`config.mk`:
```
export PLATFORM = sky130hd
export DESIGN_NAME = irq_status_cmds
export DESIGN_NICKNAME = d
export VERILOG_FILES = /design/src/common/irq_ctrl_pkg.sv /design/src/rtl/irq_source_bank.sv /design/src/rtl/irq_status_cmds.sv
export SDC_FILE = /design/constraint.sdc
export NUM_CORES = 1
export LEC_CHECK = 0
export BUFFER_PORTS_ARGS = -buffer_cell sky130_fd_sc_hd__buf_2
export CORE_UTILIZATION = 27
export CTS_CLUSTER_DIAMETER = 200
export DETAILED_ROUTE_END_ITERATION = 7
export GPL_ROUTABILITY_DRIVEN = 0
export HOLD_SLACK_MARGIN = 0.15
export PLACE_DENSITY_LB_ADDON = 0.15
export SKIP_CTS_REPAIR_TIMING = 1
export SLEW_MARGIN = 20
export SYNTH_ARGS = -nofsm -noshare
export SYNTH_HDL_FRONTEND = slang
export SYNTH_SLANG_ARGS = --single-unit
```
`constraint.sdc`:
```
create_clock -name clk -period 6.6 [get_ports clk]
set_clock_uncertainty 0.1 [all_clocks]
set_input_delay 0.66 -clock clk [delete_from_list [all_inputs] [get_ports clk]]
set_output_delay 0.66 -clock clk [all_outputs]
set_load 0.02 [all_outputs]
```
`src/common/irq_ctrl_pkg.sv`:
```
// Constants shared by the interrupt status and command block and its source bank.
package irq_ctrl_pkg;

  localparam int unsigned DATA_W = 32;
  localparam int unsigned ADDR_W = 12;
  localparam int unsigned NUM_SRC = 16;
  localparam int unsigned ID_W = 5;
  localparam int unsigned EVT_W = 3;

  // Source positions in every per-source register
  localparam int unsigned SRC_FAST = 0;
  localparam int unsigned SRC_WATCHDOG = 1;
  localparam int unsigned SRC_SOFTWARE = 2;
  localparam int unsigned SRC_SERIAL_A = 3;
  localparam int unsigned SRC_TIMER0 = 4;
  localparam int unsigned SRC_TIMER1 = 5;
  localparam int unsigned SRC_TIMER2 = 6;
  localparam int unsigned SRC_PORT_A = 7;
  localparam int unsigned SRC_NETWORK_A = 8;
  localparam int unsigned SRC_SPI = 9;
  localparam int unsigned SRC_EXT0 = 10;
  localparam int unsigned SRC_EXT1 = 11;
  localparam int unsigned SRC_DSP = 12;
  localparam int unsigned SRC_NETWORK_B = 13;
  localparam int unsigned SRC_SERIAL_B = 14;
  localparam int unsigned SRC_PORT_B = 15;

  // Implemented sources: all sixteen, or all but external line 1
  localparam logic [15:0] SRC_ALL_MASK = 16'hFFFF;
  localparam logic [15:0] SRC_SMALL_PKG_MASK = 16'hF7FF;

  // Byte offsets on the register bus
  localparam logic [ADDR_W-1:0] OFS_NORMAL_VECTOR = 12'h100;
  localparam logic [ADDR_W-1:0] OFS_FAST_VECTOR = 12'h104;
  localparam logic [ADDR_W-1:0] OFS_CUR_SOURCE = 12'h108;
  localparam logic [ADDR_W-1:0] OFS_PENDING = 12'h10C;
  localparam logic [ADDR_W-1:0] OFS_MASK_STATE = 12'h110;
  localparam logic [ADDR_W-1:0] OFS_LINE_STATE = 12'h114;
  localparam logic [ADDR_W-1:0] OFS_ENABLE_CMD = 12'h120;
  localparam logic [ADDR_W-1:0] OFS_DISABLE_CMD = 12'h124;
  localparam logic [ADDR_W-1:0] OFS_CLEAR_CMD = 12'h128;
  localparam logic [ADDR_W-1:0] OFS_FORCE_CMD = 12'h12C;
  localparam logic [ADDR_W-1:0] OFS_DONE_CMD = 12'h130;
  localparam logic [ADDR_W-1:0] OFS_STRAY_ADDR = 12'h134;
  localparam logic [ADDR_W-1:0] OFS_EVT_STATUS = 12'h138;
  localparam logic [ADDR_W-1:0] OFS_EVT_MASK = 12'h13C;

  // Line state bits
  localparam int unsigned LINE_FAST_BIT = 0;
  localparam int unsigned LINE_NORMAL_BIT = 1;

  // Event status and event mask bits
  localparam int unsigned EVT_DONE = 0;
  localparam int unsigned EVT_STRAY_NORMAL = 1;
  localparam int unsigned EVT_STRAY_FAST = 2;

  // Reset values
  localparam logic [DATA_W-1:0] RST_WORD = 32'h0000_0000;
  localparam logic [NUM_SRC-1:0] RST_SRC = 16'h0000;
  localparam logic [EVT_W-1:0] RST_EVT = 3'h0;
  localparam logic [ID_W-1:0] ID_NONE = 5'h00;

endpackage : irq_ctrl_pkg

```
`src/rtl/irq_source_bank.sv`:
```
// Per-source mask and pending state, driven by bit-wise command pulses.
`timescale 1ns/1ps
`default_nettype none

module irq_source_bank
  import irq_ctrl_pkg::*;
#(
  parameter logic [NUM_SRC-1:0] IMPL_MASK = SRC_ALL_MASK
) (
  input wire logic clk, // System clock
  input wire logic arst_n, // Asynchronous reset, active low
  input wire logic ce, // Clock enable, freezes state when low
  input wire logic [NUM_SRC-1:0] src_active, // Source levels, already polarity corrected
  input wire logic [NUM_SRC-1:0] src_edge_mode, // 1 = edge triggered source
  input wire logic [NUM_SRC-1:0] mask_set, // Enable command bits, one cycle
  input wire logic [NUM_SRC-1:0] mask_clr, // Disable command bits, one cycle
  input wire logic [NUM_SRC-1:0] pend_clr, // Clear command bits, one cycle
  input wire logic [NUM_SRC-1:0] pend_force, // Force command bits, one cycle
  output logic [NUM_SRC-1:0] mask_o, // Mask state, registered
  output logic [NUM_SRC-1:0] pend_o // Pending state, registered
);

  typedef struct packed {
    logic [NUM_SRC-1:0] mask;
    logic [NUM_SRC-1:0] latch;
    logic [NUM_SRC-1:0] prev;
    logic [NUM_SRC-1:0] pend;
  } bank_s;

  bank_s st_r;
  bank_s st_nxt;

  ////////////////////////////////////////////////////////////////////////////////
  // A new edge beats a clear arriving in the same cycle so no event is lost
  always_comb begin
    st_nxt = st_r;
    for (int i = 0; i < NUM_SRC; i++) begin
      if (IMPL_MASK[i]) begin
        if (mask_set[i]) begin
          st_nxt.mask[i] = 1'b1;
        end else if (mask_clr[i]) begin
          st_nxt.mask[i] = 1'b0;
        end
        st_nxt.latch[i] = (st_r.latch[i] & ~pend_clr[i])
                          | (src_edge_mode[i] & src_active[i] & ~st_r.prev[i])
                          | pend_force[i];
        st_nxt.prev[i] = src_active[i];
        st_nxt.pend[i] = st_r.latch[i] | (~src_edge_mode[i] & src_active[i]);
      end else begin
        st_nxt.mask[i] = 1'b0;
        st_nxt.latch[i] = 1'b0;
        st_nxt.prev[i] = 1'b0;
        st_nxt.pend[i] = 1'b0;
      end
    end
  end

  always_ff @(posedge clk or negedge arst_n) begin
    if (!arst_n) begin
      st_r <= '{mask: RST_SRC, latch: RST_SRC, prev: RST_SRC, pend: RST_SRC};
    end else if (ce) begin
      st_r <= st_nxt;
    end
  end

  assign mask_o = st_r.mask;
  assign pend_o = st_r.pend;

endmodule : irq_source_bank

`default_nettype wire

```
`src/rtl/irq_status_cmds.sv`:
```
// Status, command and stray-vector registers of the vectored interrupt controller, on APB.
`timescale 1ns/1ps
`default_nettype none

module irq_status_cmds
  import irq_ctrl_pkg::*;
#(
  parameter bit HAS_EXT1 = 1'b1 // Larger package: external line 1 present
) (
  input wire logic clk, // System clock, 100 MHz
  input wire logic arst_n, // Asynchronous reset, active low
  input wire logic ce, // Clock enable, freezes state when low
  input wire logic psel, // APB select
  input wire logic penable, // APB access phase
  input wire logic pwrite, // APB direction, 1 = write
  input wire logic [ADDR_W-1:0] paddr, // APB byte address
  input wire logic [DATA_W-1:0] pwdata, // APB write data
  output logic [DATA_W-1:0] prdata, // APB read data
  output logic pready, // APB ready
  output logic pslverr, // APB error, unmapped address
  input wire logic [NUM_SRC-1:0] src_active, // Source levels from the source mode logic
  input wire logic [NUM_SRC-1:0] src_edge_mode, // Source trigger type from the source mode logic
  input wire logic [ID_W-1:0] cur_source_id, // Current normal source from the priority logic
  input wire logic [DATA_W-1:0] cur_source_vector, // Vector held for the current source
  input wire logic [DATA_W-1:0] source0_vector, // Vector held for source 0
  output logic [NUM_SRC-1:0] mask_state, // Mask bits to the priority logic
  output logic [NUM_SRC-1:0] pend_state, // Pending bits to the priority logic
  output logic fast_request_line_n, // Fast request to the core, active low
  output logic normal_request_line_n, // Normal request to the core, active low
  output logic handler_done, // One-cycle pulse, end of handling
  output logic normal_vector_taken, // One-cycle pulse, normal vector read while asserted
  output logic evt_irq // Event interrupt, level, active high
);

  typedef struct packed {
    logic [DATA_W-1:0] prdata;
    logic pready;
    logic pslverr;
    logic [DATA_W-1:0] stray_addr;
    logic fast_n;
    logic normal_n;
    logic stray_svc;
    logic line_off;
    logic done;
    logic taken;
    logic [EVT_W-1:0] evt_status;
    logic [EVT_W-1:0] evt_mask;
    logic irq;
    logic [NUM_SRC-1:0] mask;
    logic [NUM_SRC-1:0] pend;
  } ctl_s;

  localparam logic [NUM_SRC-1:0] IMPL_MASK = HAS_EXT1 ? SRC_ALL_MASK : SRC_SMALL_PKG_MASK;

  ctl_s st_r;
  ctl_s st_nxt;
  logic [NUM_SRC-1:0] bank_mask;
  logic [NUM_SRC-1:0] bank_pend;
  logic [NUM_SRC-1:0] cmd_enable;
  logic [NUM_SRC-1:0] cmd_disable;
  logic [NUM_SRC-1:0] cmd_clear;
  logic [NUM_SRC-1:0] cmd_force;
  logic access_done;
  logic wr_done;
  logic rd_done;

  function automatic logic hit(input logic [ADDR_W-1:0] a, input logic [ADDR_W-1:0] ofs);
    hit = (a == ofs);
  endfunction : hit

  function automatic logic mapped(input logic [ADDR_W-1:0] a);
    mapped = hit(a, OFS_NORMAL_VECTOR) | hit(a, OFS_FAST_VECTOR) | hit(a, OFS_CUR_SOURCE)
             | hit(a, OFS_PENDING) | hit(a, OFS_MASK_STATE) | hit(a, OFS_LINE_STATE)
             | hit(a, OFS_ENABLE_CMD) | hit(a, OFS_DISABLE_CMD) | hit(a, OFS_CLEAR_CMD)
             | hit(a, OFS_FORCE_CMD) | hit(a, OFS_DONE_CMD) | hit(a, OFS_STRAY_ADDR)
             | hit(a, OFS_EVT_STATUS) | hit(a, OFS_EVT_MASK);
  endfunction : mapped

  ////////////////////////////////////////////////////////////////////////////////
  // Bus handshake: one wait state, the transfer completes when pready is seen high
  assign access_done = psel & penable & st_r.pready;
  assign wr_done = access_done & pwrite & ~st_r.pslverr;
  assign rd_done = access_done & ~pwrite & ~st_r.pslverr;

  assign cmd_enable = (wr_done && hit(paddr, OFS_ENABLE_CMD)) ? pwdata[NUM_SRC-1:0] : RST_SRC;
  assign cmd_disable = (wr_done && hit(paddr, OFS_DISABLE_CMD)) ? pwdata[NUM_SRC-1:0] : RST_SRC;
  assign cmd_clear = (wr_done && hit(paddr, OFS_CLEAR_CMD)) ? pwdata[NUM_SRC-1:0] : RST_SRC;
  assign cmd_force = (wr_done && hit(paddr, OFS_FORCE_CMD)) ? pwdata[NUM_SRC-1:0] : RST_SRC;

  irq_source_bank #(
    .IMPL_MASK(IMPL_MASK)
  ) u_bank (
    .clk(clk),
    .arst_n(arst_n),
    .ce(ce),
    .src_active(src_active),
    .src_edge_mode(src_edge_mode),
    .mask_set(cmd_enable),
    .mask_clr(cmd_disable),
    .pend_clr(cmd_clear),
    .pend_force(cmd_force),
    .mask_o(bank_mask),
    .pend_o(bank_pend)
  );

  ////////////////////////////////////////////////////////////////////////////////
  always_comb begin
    logic [EVT_W-1:0] evt_set;
    logic [DATA_W-1:0] rd_word;
    logic fast_on;
    logic normal_on;
    evt_set = RST_EVT;
    rd_word = RST_WORD;
    fast_on = ~st_r.fast_n;
    normal_on = ~st_r.normal_n;
    st_nxt = st_r;
    st_nxt.done = 1'b0;
    st_nxt.taken = 1'b0;
    st_nxt.mask = bank_mask;
    st_nxt.pend = bank_pend;

    // Fast line follows source 0 alone; normal line any other enabled pending source
    st_nxt.fast_n = ~(bank_pend[SRC_FAST] & bank_mask[SRC_FAST]);
    st_nxt.normal_n = ~(|(bank_pend[NUM_SRC-1:1] & bank_mask[NUM_SRC-1:1]));

    // Read data is prepared in the first access cycle and held through the ready cycle
    case (paddr)
      OFS_NORMAL_VECTOR: rd_word = normal_on ? cur_source_vector : st_r.stray_addr;
      OFS_FAST_VECTOR: rd_word = fast_on ? source0_vector : st_r.stray_addr;
      OFS_CUR_SOURCE: rd_word = {27'h000_0000, st_r.stray_svc ? ID_NONE : cur_source_id};
      OFS_PENDING: rd_word = {16'h0000, st_r.pend};
      OFS_MASK_STATE: rd_word = {16'h0000, st_r.mask};
      OFS_LINE_STATE: rd_word = {30'h0000_0000, normal_on, fast_on};
      OFS_STRAY_ADDR: rd_word = st_r.stray_addr;
      OFS_EVT_STATUS: rd_word = {29'h0000_0000, st_r.evt_status};
      OFS_EVT_MASK: rd_word = {29'h0000_0000, st_r.evt_mask};
      default: rd_word = RST_WORD;
    endcase

    if (psel && penable && !st_r.pready) begin
      st_nxt.pready = 1'b1;
      st_nxt.pslverr = ~mapped(paddr);
      st_nxt.prdata = pwrite ? RST_WORD : rd_word;
      // Line level as it stood when the vector word was chosen, not a cycle later
      st_nxt.line_off = hit(paddr, OFS_FAST_VECTOR) ? ~fast_on : ~normal_on;
    end else begin
      st_nxt.pready = 1'b0;
      st_nxt.pslverr = 1'b0;
      st_nxt.prdata = RST_WORD;
    end

    if (wr_done) begin
      if (hit(paddr, OFS_STRAY_ADDR)) begin
        st_nxt.stray_addr = pwdata;
      end
      if (hit(paddr, OFS_EVT_MASK)) begin
        st_nxt.evt_mask = pwdata[EVT_W-1:0];
      end
      if (hit(paddr, OFS_DONE_CMD)) begin
        // Data is ignored: the write itself is the signal
        st_nxt.done = 1'b1;
        st_nxt.stray_svc = 1'b0;
        evt_set[EVT_DONE] = 1'b1;
      end
    end

    // Stray state is judged on the line level seen in the read's first access cycle
    if (rd_done && hit(paddr, OFS_NORMAL_VECTOR)) begin
      if (st_r.line_off) begin
        st_nxt.stray_svc = 1'b1;
        evt_set[EVT_STRAY_NORMAL] = 1'b1;
      end else begin
        st_nxt.stray_svc = 1'b0;
        st_nxt.taken = 1'b1;
      end
    end
    if (rd_done && hit(paddr, OFS_FAST_VECTOR) && st_r.line_off) begin
      evt_set[EVT_STRAY_FAST] = 1'b1;
    end

    // Read clears the event status; a new event in the same cycle still lands
    if (rd_done && hit(paddr, OFS_EVT_STATUS)) begin
      st_nxt.evt_status = evt_set;
    end else begin
      st_nxt.evt_status = st_r.evt_status | evt_set;
    end
    st_nxt.irq = |(st_nxt.evt_status & st_nxt.evt_mask);
  end

  always_ff @(posedge clk or negedge arst_n) begin
    if (!arst_n) begin
      st_r <= '{prdata: RST_WORD, pready: 1'b0, pslverr: 1'b0, stray_addr: RST_WORD,
                fast_n: 1'b1, normal_n: 1'b1, stray_svc: 1'b0, line_off: 1'b0, done: 1'b0, taken: 1'b0,
                evt_status: RST_EVT, evt_mask: RST_EVT, irq: 1'b0, mask: RST_SRC, pend: RST_SRC};
    end else if (ce) begin
      st_r <= st_nxt;
    end
  end

  ////////////////////////////////////////////////////////////////////////////////
  assign prdata = st_r.prdata;
  assign pready = st_r.pready;
  assign pslverr = st_r.pslverr;
  assign mask_state = st_r.mask;
  assign pend_state = st_r.pend;
  assign fast_request_line_n = st_r.fast_n;
  assign normal_request_line_n = st_r.normal_n;
  assign handler_done = st_r.done;
  assign normal_vector_taken = st_r.taken;
  assign evt_irq = st_r.irq;

endmodule : irq_status_cmds

`default_nettype wire

```
Word level (Yosys, flattened, before mapping)
Index checks and enable logic that the tools add are counted.
{"block": "word_totals", "wordCells": 344, "input_bits": 151, "regBits": 175, "output_inout_bits": 71}
{"block": "classes", "muxes": 56, "bitwise_logic": 190, "n_eq_ne": 14, "n_reduce_logical": 50}
{"operator": "$pmux 32 s9", "count": 1}
{"operator": "$eq 12x9->1 const B", "count": 14}
{"operator": "$mux 32", "count": 3}
{"operator": "$and 1x1->1", "count": 71}
{"operator": "$mux 16", "count": 4}
{"operator": "$or 1x1->1", "count": 61}
{"operator": "$not 1->1", "count": 55}
{"operator": "$mux 1", "count": 43}
{"operator": "$reduce_bool 2->1", "count": 18}
{"operator": "$mux 34", "count": 1}
{"operator": "$reduce_and 2->1", "count": 17}
{"operator": "$and 15x15->15", "count": 1}
{"operator": "$reduce_or 15->1", "count": 1}
{"operator": "$logic_and 1x1->1", "count": 10}
{"operator": "$mux 3", "count": 3}
{"operator": "$reduce_and 3->1", "count": 2}
{"operator": "$mux 5", "count": 1}
{"operator": "$and 3x3->3", "count": 1}
{"operator": "$or 3x3->3", "count": 1}
{"operator": "$reduce_or 3->1", "count": 1}
{"operator": "$logic_not 1->1", "count": 1}

Logic depth before layout (Yosys ltp)
{"block": "logic_depth", "depth_word": 16, "depth_mapped": 9}

By module
Synthesis repeated with hierarchy kept, for this count alone.
{"block": "unflattened", "hier_cells": 908, "hier_area_um2": 9729.3}
{"mod": "irq_status_cmds", "area_per_inst_um2": 6707.7, "cells_each": 638, "instances": 1}
{"mod": "irq_source_bank", "area_per_inst_um2": 3021.6, "cells_each": 270, "instances": 1}

Worst setup path after synthesis
Ideal clock, no wire load.
{"block": "synth_timing", "kind": "input port to flip-flop", "startpoint": "input paddr[7]", "endpoint": "register u_bank.st_r[38] in the netlist's numbering", "path_stages": 7, "required_ps": 6362, "n_path_buf": 2, "arrival_time_ps": 2269, "path_slack_ps": 4093, "setup_ps": 138, "cell_sequence": "or4b_1 > buf_2 > nor4_4 > nand2_1 > clkbuf_1 > o21ai_0 > o211ai_1"}
{"block": "synth_via", "elab_chain_len": 7, "elab_cells_between_ends": 10}
{"element": "start: declaration", "line": "irq_status_cmds.sv:16", "text": "input wire logic [ADDR_W-1:0] paddr,"}
{"element": "$eq 12x9->1", "line": "irq_status_cmds.sv:68", "text": "hit = (a == ofs);"}
{"element": "$logic_and 1x1->1", "line": "irq_status_cmds.sv:87", "text": "assign cmd_clear = (wr_done && hit(paddr, OFS_CLEAR_CMD)) ? pwdata[NUM_SRC-1:0] : RST_SRC;"}
{"element": "$mux 16", "line": "irq_status_cmds.sv:87"}
{"element": "$not 1->1", "line": "irq_source_bank.sv:44", "text": "st_nxt.latch[i] = (st_r.latch[i] & ~pend_clr[i])"}
{"element": "$and 1x1->1", "line": "irq_source_bank.sv:44"}
{"element": "$or 1x1->1", "line": "irq_source_bank.sv:45", "text": "| (src_edge_mode[i] & src_active[i] & ~st_r.prev[i])"}
{"element": "$or 1x1->1 (*)", "line": "irq_source_bank.sv:46", "text": "| pend_force[i];"}
{"element": "end signal: assignment", "line": "irq_source_bank.sv:60", "text": "st_r <= '{mask: RST_SRC, latch: RST_SRC, prev: RST_SRC, pend: RST_SRC};"}
{"element": "end signal: assignment", "line": "irq_source_bank.sv:62", "text": "st_r <= st_nxt;"}
{"element": "end: declaration", "line": "irq_source_bank.sv:30", "text": "bank_s st_r;"}
Mark *: on every way between the ends. The rest lies on a longest branch, timed or not.
A chain may end at the register's enable or synchronous reset.

Worst setup path in the final report
{"block": "layout_timing", "startpoint": "input ce", "endpoint": "register st_r[53] in the netlist's numbering"}
{"block": "layout_via", "elab_chain_len": 1}
{"element": "start: declaration", "line": "irq_status_cmds.sv:12", "text": "input wire logic ce,"}
{"element": "$reduce_and 3->1 (no source line)"}
{"element": "end signal: assignment", "line": "irq_status_cmds.sv:192", "text": "st_r <= '{prdata: RST_WORD, pready: 1'b0, pslverr: 1'b0, stray_addr: RST_WORD,"}
{"element": "end signal: assignment", "line": "irq_status_cmds.sv:196", "text": "st_r <= st_nxt;"}
{"element": "end: declaration", "line": "irq_status_cmds.sv:55", "text": "ctl_s st_r;"}
No other way between the ends.

==> results.tsv <==
stage	metric	value	unit
yosys	synthTopCellsByArea	dfrtp_1 50%, mux2_2 11%, buf_4 5.6%	
critical_path	rr_startpoint	pslverr	
yosys	synth_edf_count	0	
detailed_routing	ant_nets	0	
pwr	p_clk_share	44.7	%
critical_path	ff2ff_setup_slack	3.83	ns
critical_path	slowest_stage	nand3_2	
yosys	synth_seq_cells	175	
critical_path	arrival	3.61	ns
yosys	ys_types	54	
sta	fin_hold_ws	0.3556	ns
sta	finalCritPeriodShare	51.47	%
global_routing	grt_pass1_wl	44.75	mm
clocking	h-tree-depth	4	
yosys	syn-instance-count	788	
clocking	cts_buffers	17	
sta	hold_viol	0	
detailed_routing	firstDrtPassIters	6	
finish	finalNonFillerCells	1340	
die	die_width	181.7	microns
yosys	synth.most_common_cell	dfrtp_1	
pwr	power.total	2.400	mW
global_routing	antenna_found_initial	2	
clocking	clk_pin_slew_worst_paths	0.08	ns
detailed_routing	drc_errors	0	
critical_path	cpPeakStageDelay	0.96	ns
clocking	cts-root-buf	clkbuf_16	
critical_path	critPathMostFrequentCell	buf_4	
clocking	clk_path_buf_depth	2	
yosys	avgSynthCellArea	11.06	sq um
die	die_h	181.7	microns
clocking	clock-sinks	175	
finish	fillCellCount	3255	
global_routing	grt-ovfl-total	0	
pwr	power.internal	1.759	mW
finish	stdcell_area	10420	sq um
sta	tightest_slew	1.010	ns
yosys	synthTopCellsByCount	173 x dfrtp_1, 84 x mux2_2, 65 x buf_4	
detailed_routing	drt-initial-drc-count	505	
finish	nNetsFinal	1075	
pwr	p_seq_share	47.0	%
die	die_area	33010	sq um
die	core_area	31640	sq um
critical_path	worstSetupStartpointType	primary input	
pwr	ir_worst_vdd	0.1786	mV
detailed_routing	routed_via_density	5.116	
yosys	ys_warn_count	0	
pwr	p_per_area	230.3	nW/um^2
global_routing	grt_max_degree	131	
placement	pre_cts_slack	2.700	ns
sta	slew_headroom	32.68	%
sta	setup_slack	3.203	ns
outcome	outcome	finished clean	
critical_path	crit_start	ce	
global_routing	grt_pass1_vias	7005	
sta	maxSlewViolCount	0	
global_routing	grtUsageTotal	18.05	%
finish	area_growth	19.54	%
pwr	combinationalPowerShare	8.3	%
yosys	async_flop_share	100.0	%
clocking	cts_tree	yes	
sta	rsz0062_at_grt	no	
detailed_routing	post_drt_wl_per_cell	21.86	microns
critical_path	path_cells	buf_4 -> buf_4 -> nand3_2 -> mux2_1	
pwr	switching_share	26.71	%
critical_path	worstPathRequired	6.81	ns
placement	dp_hpwl	21.56	mm
yosys	synthFlopType	dfrtp_1	
worst_hold_path	min_path_type	primary input to register	
sta	finalSetupViolations	0	
worst_hold_path	hold_start	pwdata[21]	
critical_path	critPathKind	primary input to register	
finish	final_util	32.94	%
yosys	synth.largest_area_cell	dfrtp_1	
detailed_routing	wirelength	29.29	mm
finish	drive_above_1_share	38.85	%
pwr	p_leak	4.753	nW
yosys	synth_area	8717	sq um
critical_path	worstPathMaxFanout	67	
pwr	p_switching	0.6410	mW
sta	tns	0	ns
placement	io_buffer_count	221	
yosys	netlist.area_leader.share	49.66	%
run	drv_cap	0	
placement	placed_area	9789	sq um
die	initial_core_util	27.55	%
yosys	yosysSeqAreaShare	50.27	%
die	pin_count	222	
clocking	clk_latency	0.43	ns
placement	place_inst	1306	
sta	min_period	3.397	ns
detailed_routing	vias	6855	
sta	fmax	294.3	MHz
die	row_count	65	
critical_path	cp-end-kind	register	
yosys	synth_nets	939	
## path summary, 6_finish.rpt
path / to / cells past startpoint
hold / removal: st_r[66] / 2
max in group asynchronous: pend_state[0] / 3
hold reg to reg: fast_request_line_n / 1
setup reg to reg: st_r[53] / 4
min in group asynchronous: prdata[20] / 2
setup / recovery: st_r[53] / 4
## sequential cells by signal, summed over array words and instances, names as in the netlist
register	count
handler_done	1
fast_request_line_n	1
normal_vector_taken	1
st_r	40
u_bank.pend_o	16
evt_irq	1
prdata	32
u_bank.mask_o	16
mask_state	16
pslverr	1
u_bank.st_r	32
normal_request_line_n	1
pend_state	16
pready	1
## power by group through the flow
stage	registers, mW	logic (mW)	clock network, mW
floorplan	1.14	0.0942	0
global placement	1.15	0.200	0
detailed placement	1.15	0.200	0
CTS	1.13	0.201	1.11
global route	1.13	0.220	1.14
finish	1.13	0.198	1.07
## metal layers
metal  vias to the layer above  global-route usage [%]  part of all wire (%)
li1                       3192                       -                     -
met3                        30                   4.051                   6.1
met2                       227                   27.69                    45
met1                      3404                   25.08                    47
met4                         2                   5.864                   1.8
met5                         -                       0                 0.027
## final cells by class
cell class | count | area [sq um] | share of cell area, %
well taps | 402 | 503.0 | 4.827
repair buffers | 233 | 1240 | 11.90
clock inverters | 15 | 192.7 | 1.849
flip-flops and latches | 175 | 4382 | 42.05
clock buffers | 17 | 425.4 | 4.083
diodes | 1 | 2.502 | 0.02402
inverters | 23 | 86.33 | 0.8285
multi-input cells | 474 | 3588 | 34.44
## cells in the final DEF, fill, tap and decap left out, drive strengths merged, types with 3 or more instances in the layout
cell / n
nor3: 4
o21ai: 61
and3: 9
mux2i: 8
a22oi: 13
o2bb2ai: 31
nor2: 31
o211a: 8
o211ai: 16
mux2: 86
a32o: 11
nor4: 8
clkinv: 5
dfrtp: 173
a211oi: 4
clkbuf: 17
a21oi: 38
nand3: 12
nand4b: 17
a31oi: 3
a22o: 5
nand4: 4
a32oi: 7
inv: 31
a2111oi: 9
buf: 232
nor2b: 3
nand2: 41
a222oi: 17
## critical path: cells and delay by family
kind	cells	cell delay (ns)
buf+inv	2	1.28
mux	1	0.62
simple gates	1	0.96
## cell families (layout without fill, tap and decap cells)
logic type / Yosys count / in the layout / share of synthesized area (%)
flip-flops: 175 / 175 / 50.27
AND/OR/NAND/NOR: 148 / 148 / 9.803
multiplexers: 94 / 94 / 12.03
other: 0 / 1 / 0
AO/OA/AOI/OAI: 232 / 232 / 19.00
buffers and inverters: 139 / 288 / 8.899
No activity file was read; power rests on OpenSTA's default activity.
